`config.mk`:
```
export PLATFORM = sky130hd
export DESIGN_NAME = forced_stop_decel_sequencer
export DESIGN_NICKNAME = d
export VERILOG_FILES = /design/src/fsd_pkg.sv /design/src/forced_stop_decel_sequencer.sv
export SDC_FILE = /design/constraint.sdc
export NUM_CORES = 2
export LEC_CHECK = 0
export BUFFER_PORTS_ARGS = -buffer_cell sky130_fd_sc_hd__buf_2
export CAP_MARGIN = 20
export CORE_AREA = 2 2 270 245
export DETAILED_ROUTE_END_ITERATION = 10
export DIE_AREA = 0 0 272 247
export GPL_TIMING_DRIVEN = 0
export PLACE_DENSITY = 0.81
export SLEW_MARGIN = 10
export SYNTH_ARGS = -nofsm -noshare
export SYNTH_HDL_FRONTEND = slang
export SYNTH_SLANG_ARGS = --single-unit
```
`constraint.sdc`:
```
create_clock -name clk -period 177.3 [get_ports clk]
set_clock_uncertainty 0.15 [all_clocks]
set_input_delay 17.73 -clock clk [delete_from_list [all_inputs] [get_ports clk]]
set_output_delay 17.73 -clock clk [all_outputs]
set_load 0.02 [all_outputs]
```
`src/fsd_pkg.sv`:
```
// package for the forced stop deceleration sequencer: register map, resets, timing.
// assumes a single 125 MHz clock and an avalon-mm slave with 32-bit data.
package fsd_pkg;

    // ------------------------------------------------------------
    // register offsets (byte addresses)
    // ------------------------------------------------------------
    localparam logic [3:0] OFF_CTRL   = 4'h0;  // function select, rated speed
    localparam logic [3:0] OFF_ZERO   = 4'h4;  // zero speed level
    localparam logic [3:0] OFF_DECEL  = 4'h8;  // decel time in ms
    localparam logic [3:0] OFF_STATUS = 4'hc;  // live state, read only
    localparam logic [4:0] OFF_ISTAT  = 5'h10; // sticky events, write one clears
    localparam logic [4:0] OFF_IMASK  = 5'h14; // interrupt mask

    // ------------------------------------------------------------
    // field layout and reset values
    // ------------------------------------------------------------
    localparam int         SEL_LSB       = 0;
    localparam int         SEL_W         = 4;
    localparam int         RATED_LSB     = 16;
    localparam logic [3:0] SEL_DISABLED  = 4'h0;
    localparam logic [3:0] SEL_ENABLED   = 4'h2;
    localparam logic [3:0] SEL_RST       = 4'h2;
    localparam logic [15:0] ZERO_RST     = 16'h0032;  // 50 speed units
    localparam logic [15:0] DECEL_MS_RST = 16'h0064;  // 100 ms
    localparam logic [15:0] RATED_RST    = 16'h0bb8;  // plain default rated speed
    localparam logic [11:0] WARN_CODE    = 12'h0e6;   // servo forced-stop warning
    localparam int          EVT_W        = 4;         // start, done, abort, illegal sel

    // ------------------------------------------------------------
    // timing: one control tick every 10 us
    // ------------------------------------------------------------
    // a fine tick keeps the ramp smooth at the cost of a wider step divisor
    localparam int CLK_HZ       = 125000000;
    localparam int TICK_US      = 10;
    localparam int TICK_CYCLES  = CLK_HZ / 1000000 * TICK_US;
    localparam int TICKS_PER_MS = 1000 / TICK_US;

    typedef enum logic [1:0] {
        ST_RUN,
        ST_RAMP,
        ST_BRAKE
    } state_type;

endpackage
```
`src/forced_stop_decel_sequencer.sv`:
```
// forced stop deceleration sequencer: ramps the speed command to zero on a stop
// request, then shuts off the power stage and engages the dynamic brake.
// assumes pins are asynchronous; network and controller commands arrive as
// same-clock levels; speed feedback is an unsigned magnitude on this clock.
//
// Decided for this implementation: the register addresses and the Avalon-MM interface to the registers.
`timescale 1ns/1ps
module forced_stop_decel_sequencer (
    input  wire logic        clk,
    input  wire logic        rst,
    // avalon-mm slave
    input  wire logic [4:0]  address,
    input  wire logic        read,
    input  wire logic        write,
    input  wire logic [31:0] writedata,
    input  wire logic [3:0]  byteenable,
    output logic      [31:0] readdata,
    output logic             waitrequest,
    output logic             irq,
    // external pins (asynchronous, active high means closed/ok)
    input  wire logic        forcedStopIn1,
    input  wire logic        forcedStopIn2,
    input  wire logic        safeTorqueOffInput,
    // same-clock system inputs
    input  wire logic        quickStopCmd,
    input  wire logic        emergencyStopCmd,
    input  wire logic        commLost,
    input  wire logic        torqueMode,
    input  wire logic        alarmRampable,
    input  wire logic        alarmDynBrake,
    input  wire logic [15:0] speedFeedback,
    input  wire logic [15:0] speedCmdIn,
    // to the power stage
    output logic      [15:0] speedCmdOut,
    output logic             powerStageOn,
    output logic             dynamicBrakeOn,
    output logic             zeroSpeedDetect,
    output logic      [11:0] warningCode
);

    // ------------------------------------------------------------
    // pin synchronisers
    // ------------------------------------------------------------
    logic [2:0] pinMeta_r;
    logic [2:0] pinSync_r;
    always_ff @(posedge clk or posedge rst) begin
        if (rst) begin
            pinMeta_r <= 3'h7;
            pinSync_r <= 3'h7;
        end else begin
            pinMeta_r <= {safeTorqueOffInput, forcedStopIn2, forcedStopIn1};
            pinSync_r <= pinMeta_r;
        end
    end
    wire stop1Ok = pinSync_r[0];
    wire stop2Ok = pinSync_r[1];
    wire torqueOffOk = pinSync_r[2];

    // ------------------------------------------------------------
    // registers
    // ------------------------------------------------------------
    logic [3:0]          funcSel_r;
    logic [15:0]         ratedSpeed_r;
    logic [15:0]         zeroLevel_r;
    logic [15:0]         decelMs_r;
    logic [fsd_pkg::EVT_W-1:0] evtStat_r;
    logic [fsd_pkg::EVT_W-1:0] evtMask_r;
    fsd_pkg::state_type  state_r;

    wire enabled = (funcSel_r == fsd_pkg::SEL_ENABLED);
    wire wrStrobe = write & ~waitrequest;
    wire hitCtrl  = (address == {1'b0, fsd_pkg::OFF_CTRL});
    wire hitZero  = (address == {1'b0, fsd_pkg::OFF_ZERO});
    wire hitDecel = (address == {1'b0, fsd_pkg::OFF_DECEL});
    wire hitStat  = (address == {1'b0, fsd_pkg::OFF_STATUS});
    wire hitIstat = (address == fsd_pkg::OFF_ISTAT);
    wire hitImask = (address == fsd_pkg::OFF_IMASK);
    wire [3:0] selWr = writedata[fsd_pkg::SEL_LSB +: fsd_pkg::SEL_W];
    wire selLegal = (selWr == fsd_pkg::SEL_DISABLED) || (selWr == fsd_pkg::SEL_ENABLED);

    // read mux, unmapped reads give zero
    logic [31:0] rdMux;
    always_comb begin
        if (hitCtrl)
            rdMux = {ratedSpeed_r, 12'h000, funcSel_r};
        else if (hitZero)
            rdMux = {16'h0000, zeroLevel_r};
        else if (hitDecel)
            rdMux = {16'h0000, decelMs_r};
        else if (hitStat)
            rdMux = {26'h0, zeroSpeedDetect, dynamicBrakeOn, powerStageOn,
                     torqueOffOk, state_r};
        else if (hitIstat)
            rdMux = {28'h0, evtStat_r};
        else if (hitImask)
            rdMux = {28'h0, evtMask_r};
        else
            rdMux = 32'h0;
    end

    // ------------------------------------------------------------
    // bus handshake: waitrequest drops for one cycle per access
    // ------------------------------------------------------------
    always_ff @(posedge clk or posedge rst) begin
        if (rst) begin
            waitrequest <= 1'b1;
            readdata    <= 32'h0;
        end else begin
            waitrequest <= ~((read | write) & waitrequest);
            if (read & waitrequest)
                readdata <= rdMux;
        end
    end

    // config writes; illegal selections are ignored and flagged
    always_ff @(posedge clk or posedge rst) begin
        if (rst) begin
            funcSel_r    <= fsd_pkg::SEL_RST;
            ratedSpeed_r <= fsd_pkg::RATED_RST;
            zeroLevel_r  <= fsd_pkg::ZERO_RST;
            decelMs_r    <= fsd_pkg::DECEL_MS_RST;
            evtMask_r    <= '0;
        end else if (wrStrobe) begin
            if (hitCtrl && byteenable[0] && selLegal)
                funcSel_r <= selWr;
            if (hitCtrl && (&byteenable[3:2]))
                ratedSpeed_r <= writedata[31:16];
            if (hitZero && (&byteenable[1:0]))
                zeroLevel_r <= writedata[15:0];
            if (hitDecel && (&byteenable[1:0]))
                decelMs_r <= writedata[15:0];
            if (hitImask && byteenable[0])
                evtMask_r <= writedata[fsd_pkg::EVT_W-1:0];
        end
    end

    // ------------------------------------------------------------
    // stop request decode
    // ------------------------------------------------------------
    // a ramp needs the function enabled and a non-torque mode
    wire rampAllowed = enabled & ~torqueMode;
    wire rampReq = ~stop2Ok
                 | quickStopCmd
                 | emergencyStopCmd
                 | commLost
                 | alarmRampable;
    // direct brake: hard alarms, torque off, first input or any alarm when disabled
    wire brakeReq = alarmDynBrake
                  | ~torqueOffOk
                  | (~enabled & (~stop1Ok | alarmRampable | commLost))
                  | (enabled & torqueMode & rampReq);

    // ------------------------------------------------------------
    // ramp generator: per-tick step = rated * tick / decel time
    // ------------------------------------------------------------
    logic [16:0] tickCnt_r;
    logic [31:0] rampAcc_r;  // 16.16 fixed point speed command
    wire tickEn = (tickCnt_r == 17'(fsd_pkg::TICK_CYCLES - 1));
    wire [15:0] decelSafe = (decelMs_r == 16'h0) ? 16'h0001 : decelMs_r;
    // ticks from rated speed to zero; the step truncates, so the ramp runs a hair long
    wire [31:0] decelTicks = {16'h0000, decelSafe} * 32'(fsd_pkg::TICKS_PER_MS);
    wire [31:0] stepSize = {ratedSpeed_r, 16'h0000} / decelTicks;
    wire rampDone = (rampAcc_r == 32'h0);
    wire belowZero = (speedFeedback < zeroLevel_r);

    always_ff @(posedge clk or posedge rst) begin
        if (rst)
            tickCnt_r <= '0;
        else
            tickCnt_r <= tickEn ? 17'h0 : tickCnt_r + 17'h1;
    end

    // state machine
    fsd_pkg::state_type state_nxt;
    always_comb begin
        state_nxt = state_r;
        case (state_r)
            fsd_pkg::ST_RUN: begin
                if (brakeReq)
                    state_nxt = fsd_pkg::ST_BRAKE;
                else if (rampAllowed & rampReq)
                    state_nxt = fsd_pkg::ST_RAMP;
            end
            fsd_pkg::ST_RAMP: begin
                if (brakeReq)
                    state_nxt = fsd_pkg::ST_BRAKE;
                else if (rampDone & belowZero)
                    state_nxt = fsd_pkg::ST_BRAKE;
            end
            default: begin
                // leave brake only once all stop causes have cleared
                if (~brakeReq & ~rampReq & belowZero)
                    state_nxt = fsd_pkg::ST_RUN;
            end
        endcase
    end

    always_ff @(posedge clk or posedge rst) begin
        if (rst)
            state_r <= fsd_pkg::ST_BRAKE;
        else
            state_r <= state_nxt;
    end

    // ramp accumulator: load from the live command, step down on each tick
    always_ff @(posedge clk or posedge rst) begin
        if (rst)
            rampAcc_r <= 32'h0;
        else if (state_r != fsd_pkg::ST_RAMP)
            rampAcc_r <= {speedCmdIn, 16'h0000};
        else if (tickEn)
            rampAcc_r <= (rampAcc_r > stepSize) ? rampAcc_r - stepSize : 32'h0;
    end

    // ------------------------------------------------------------
    // outputs and interrupt events
    // ------------------------------------------------------------
    wire [fsd_pkg::EVT_W-1:0] evtNow = {
        wrStrobe & hitCtrl & byteenable[0] & ~selLegal,
        (state_r == fsd_pkg::ST_RAMP) & (state_nxt == fsd_pkg::ST_BRAKE) & brakeReq,
        (state_r == fsd_pkg::ST_RAMP) & (state_nxt == fsd_pkg::ST_BRAKE) & ~brakeReq,
        (state_r != fsd_pkg::ST_RAMP) & (state_nxt == fsd_pkg::ST_RAMP)};
    wire [fsd_pkg::EVT_W-1:0] evtClr =
        (wrStrobe & hitIstat & byteenable[0]) ? writedata[fsd_pkg::EVT_W-1:0] : '0;

    always_ff @(posedge clk or posedge rst) begin
        if (rst) begin
            speedCmdOut     <= 16'h0;
            powerStageOn    <= 1'b0;
            dynamicBrakeOn  <= 1'b1;
            zeroSpeedDetect <= 1'b0;
            warningCode     <= 12'h0;
            evtStat_r       <= '0;
            irq             <= 1'b0;
        end else begin
            speedCmdOut <= (state_nxt == fsd_pkg::ST_RAMP) ? rampAcc_r[31:16]
                         : (state_nxt == fsd_pkg::ST_RUN) ? speedCmdIn : 16'h0;
            powerStageOn    <= (state_nxt != fsd_pkg::ST_BRAKE);
            dynamicBrakeOn  <= (state_nxt == fsd_pkg::ST_BRAKE);
            zeroSpeedDetect <= belowZero;
            warningCode     <= (state_nxt == fsd_pkg::ST_RAMP) ? fsd_pkg::WARN_CODE
                                                               : 12'h0;
            // set wins over clear
            evtStat_r <= (evtStat_r & ~evtClr) | evtNow;
            irq       <= |(((evtStat_r & ~evtClr) | evtNow) & evtMask_r);
        end
    end

    // ------------------------------------------------------------
    // assertions
    // ------------------------------------------------------------
    property p_warn_ramp;
        @(posedge clk) disable iff (rst)
        (state_r == fsd_pkg::ST_RAMP) |-> (warningCode == fsd_pkg::WARN_CODE);
    endproperty
    a_warn_ramp: assert property (p_warn_ramp) else $error("warning missing in ramp");

    property p_torque_off_brake;
        @(posedge clk) disable iff (rst)
        (state_r == fsd_pkg::ST_RAMP) && !torqueOffOk |=> dynamicBrakeOn && !powerStageOn;
    endproperty
    a_torque_off_brake: assert property (p_torque_off_brake) else $error("no brake on torque off");

    property p_alarm_brake;
        @(posedge clk) disable iff (rst)
        alarmDynBrake |=> (state_r == fsd_pkg::ST_BRAKE);
    endproperty
    a_alarm_brake: assert property (p_alarm_brake) else $error("alarm did not brake");

    property p_torque_noramp;
        @(posedge clk) disable iff (rst)
        torqueMode && (state_r == fsd_pkg::ST_RUN) |=> (state_r != fsd_pkg::ST_RAMP);
    endproperty
    a_torque_noramp: assert property (p_torque_noramp) else $error("ramp in torque mode");

    property p_stop2_ramp;
        @(posedge clk) disable iff (rst)
        (state_r == fsd_pkg::ST_RUN) && !brakeReq && rampAllowed && !stop2Ok
        |=> (state_r == fsd_pkg::ST_RAMP);
    endproperty
    a_stop2_ramp: assert property (p_stop2_ramp) else $error("no ramp on stop input");

    property p_disabled_noramp;
        @(posedge clk) disable iff (rst)
        !enabled |=> (state_r != fsd_pkg::ST_RAMP) || $past(state_r == fsd_pkg::ST_RAMP);
    endproperty
    a_disabled_noramp: assert property (p_disabled_noramp) else $error("ramp when off");

    property p_ramp_falls;
        @(posedge clk) disable iff (rst)
        (state_r == fsd_pkg::ST_RAMP) && $past(state_r == fsd_pkg::ST_RAMP)
        |-> rampAcc_r <= $past(rampAcc_r);
    endproperty
    a_ramp_falls: assert property (p_ramp_falls) else $error("ramp rose");

    property p_done_brake;
        @(posedge clk) disable iff (rst)
        (state_r == fsd_pkg::ST_RAMP) && rampDone && belowZero
        |=> (state_r == fsd_pkg::ST_BRAKE) && dynamicBrakeOn && !powerStageOn;
    endproperty
    a_done_brake: assert property (p_done_brake) else $error("no brake after ramp");

    property p_sel_legal;
        @(posedge clk) disable iff (rst)
        wrStrobe && hitCtrl && byteenable[0] && !selLegal |=> $stable(funcSel_r);
    endproperty
    a_sel_legal: assert property (p_sel_legal) else $error("illegal select");

    c_ramp_start: cover property (@(posedge clk) disable iff (rst)
        (state_r == fsd_pkg::ST_RUN) ##1 (state_r == fsd_pkg::ST_RAMP));
    c_ramp_done: cover property (@(posedge clk) disable iff (rst)
        (state_r == fsd_pkg::ST_RAMP) && rampDone ##1 (state_r == fsd_pkg::ST_BRAKE));
    c_ramp_abort: cover property (@(posedge clk) disable iff (rst)
        (state_r == fsd_pkg::ST_RAMP) && !torqueOffOk);

endmodule

```
==> flow_summary.ini <==
[layout]
multi_input_area_sq_mm = 0.0293
final_area_sq_mm = 0.0381
stdcell_count = 5744
seq_area_sq_mm = 0.00431
synthToLayoutAreaGrowth_pct = 8.20
nFillCells = 5893
antenna_cells = 0
fin_nets = 5482
layout-drive-gt1-share = 0.105

[synth]
synth_most_common_cell = ha_1
ys_ff_latch = 171
synth_cell_types = 115
synthTopCellsByCount = ha_1 (516), nand2_1 (423), a21oi_1 (394), nor2_1 (368), o21ai_0 (329)
synth_largest_area_cell = ha_1
synth_seq_area_share = 0.122
synth_ff_type = dfrtp_1
netlist_instances = 4684
syn_avg_cell_area_sq_um = 7.51
synth_edf_count = 0
ys_top_cells_by_area = ha_1 (18%), dfrtp_1 (11%), a21oi_1 (5.6%)
async_flop_share = 1.00
yosysWarnings = 0
syn_area_sq_mm = 0.0352
synth_top_cell_area_share = 0.183

[placement]
io_buffers = 143
placed_cells = 5712
gp_congestion = 1.01
hpwl_um = 94800
placed_area_sq_mm = 0.0374

[die]
core-area_sq_mm = 0.0647
dieWidth_um = 272
dieArea_sq_mm = 0.0672
io_pins = 151
core.rowCount = 89
initial_utilization = 0.544
die_y_um = 247

[timing]
period_minus_slack_ps = 111250
final_max_slew_viol_count = 0
rsz0062_at_grt = no
worst_pin_slew_ps = 1090
setup_viol = 0
hold_ws_ps = 208
fin_setup_tns_ps = 0
period_share = 0.627
hold_violations = 0
relSlewSlack = 0.264
fmaxAchievable_ghz = 0.00899

[drt]
avgRoutedWirePerCell_um = 20.5
drtPass1Iterations = 8
via_count = 37708
vias_per_cell = 6.56
drc = 0
wirelength_um = 118000
drtAntennaViolNets = 0
first_iter_violations = 3845

[cts]
post_cts_resized = 0
clock-sinks = 171
htree_levels = 4
cts.clk_slew.worst_paths_ps = 80
clk_latency_ps = 460
ctsHoldBuffers = 0
cts_setup_buffers = 0
ctsRootBufferMaster = clkbuf_16
tritoncts = yes
clock_path_buffers = 2
cts_made_buffers = 17

[worst_setup_path]
critPathKind = flip-flop to flip-flop
cp_slowest_cell = o41ai_1
cp_max_fo = 17
r2r_cells = 423
cp_top_family = compound AO/OA/AOI/OAI gates
timing.rr.start = decelMs_r[6]
path_depth = 423
cp.arrival_ps = 111460
crit_top_cell = o21ai_0
startpoint = decelMs_r[6]
crit_path_end_kind = flip-flop
worst-path-buf-inv = 67
cp.required_ps = 177520
critPathLaunchType = flip-flop
ff2ff_setup_slack_ps = 66050
crit_path_max_incr_delay_ps = 920

[grt]
grt_max_degree = 93
grt_pass1_vias = 34832
grt_usage = 0.338
grt_pass1_wl_um = 184000
antenna_found_initial = 1
grt-ovfl-total = 0

[run_status]
status = complete, no violations

[job]
maxCapViolCount = 0

[hold_path]
min_path_cells = 0
hold_start = pinMeta_r[1]
hp-class = flip-flop to flip-flop
-- layout make-up --
type,instances,area share
plain buffers,157,0.0174
clock buffers,17,0.0112
clock inverters,15,0.00552
inverters,265,0.0264
multi-input cells,4097,0.771
flip-flops and latches,171,0.113
well taps,864,0.0284
repair buffers,158,0.0273
-- stage by stage --
step	setup slack, ps	util
5_1_grt	58890	0.588
6_report	66050	0.588
4_1_cts	69650	0.588
3_5_place_dp	70150	0.579
3_3_place_gp	67090	0.572
2_1_floorplan	92760	-
-- sequential cells by signal, indices dropped and copies added (netlist names), 4 cells and up --
signal,cells
rampAcc_r,32
readdata,32
tickCnt_r,17
decelMs_r,16
ratedSpeed_r,16
speedCmdOut,16
zeroLevel_r,16
evtMask_r,4
evtStat_r,4
funcSel_r,4
-- layout by cell type (no fill, tap or decap), types with 50 or more instances in the layout --
master    netlist  routed
a21boi_0       56      56
a21o_1        147     147
a21oi_1       394     394
a31oi_1        53      53
and3_1         65      65
buf_2          13     156
clkbuf_1      116     115
dfrtp_1       148     148
ha_1          516     516
inv_1         253     249
mux2_2        154     154
nand2_1       423     423
nand2b_1       68      68
nand3_1       125     125
nand4_1        67      67
nor2_1        368     368
nor2b_1        50      50
nor3_1        103     103
o211ai_1       53      53
o21a_1         90      90
o21ai_0       329     329
o31ai_1        82      82
xnor2_1       197     196
xor2_1         99      95
-- cells by family after synthesis --
| family | after synthesis | share of synthesized area |
|---|---|---|
| muxes | 207 | 0.0660 |
| DFF | 171 | 0.122 |
| other | 1 | 0.000107 |
| and+or+nand+nor | 1493 | 0.207 |
| xor gates and xnor gates | 297 | 0.0741 |
| buffers and inverters | 422 | 0.0471 |
| AOI/OAI and AO/OA | 1564 | 0.292 |
| adders and majority gates | 529 | 0.191 |
-- worst paths after layout --
kind                                   end
hold / removal                pinSync_r[1]
setup / recovery             rampAcc_r[12]
min in group asynchronous     powerStageOn
max in group asynchronous  ratedSpeed_r[5]
setup reg to reg             rampAcc_r[12]
hold reg to reg               pinSync_r[1]
-- per-layer routing --
metal	wire [um]	part of all wire	GRT usage	vias to the layer above
met5	13	0.00011	0	-
met4	5350	0.045	0.146	2
li1	-	-	-	17820
met3	11100	0.094	0.0464	341
met2	52300	0.44	0.551	1873
met1	49100	0.42	0.446	17672
Power is not shown: default switching activity piles up to over one toggle a cycle in this logic, so the estimate is an artifact.
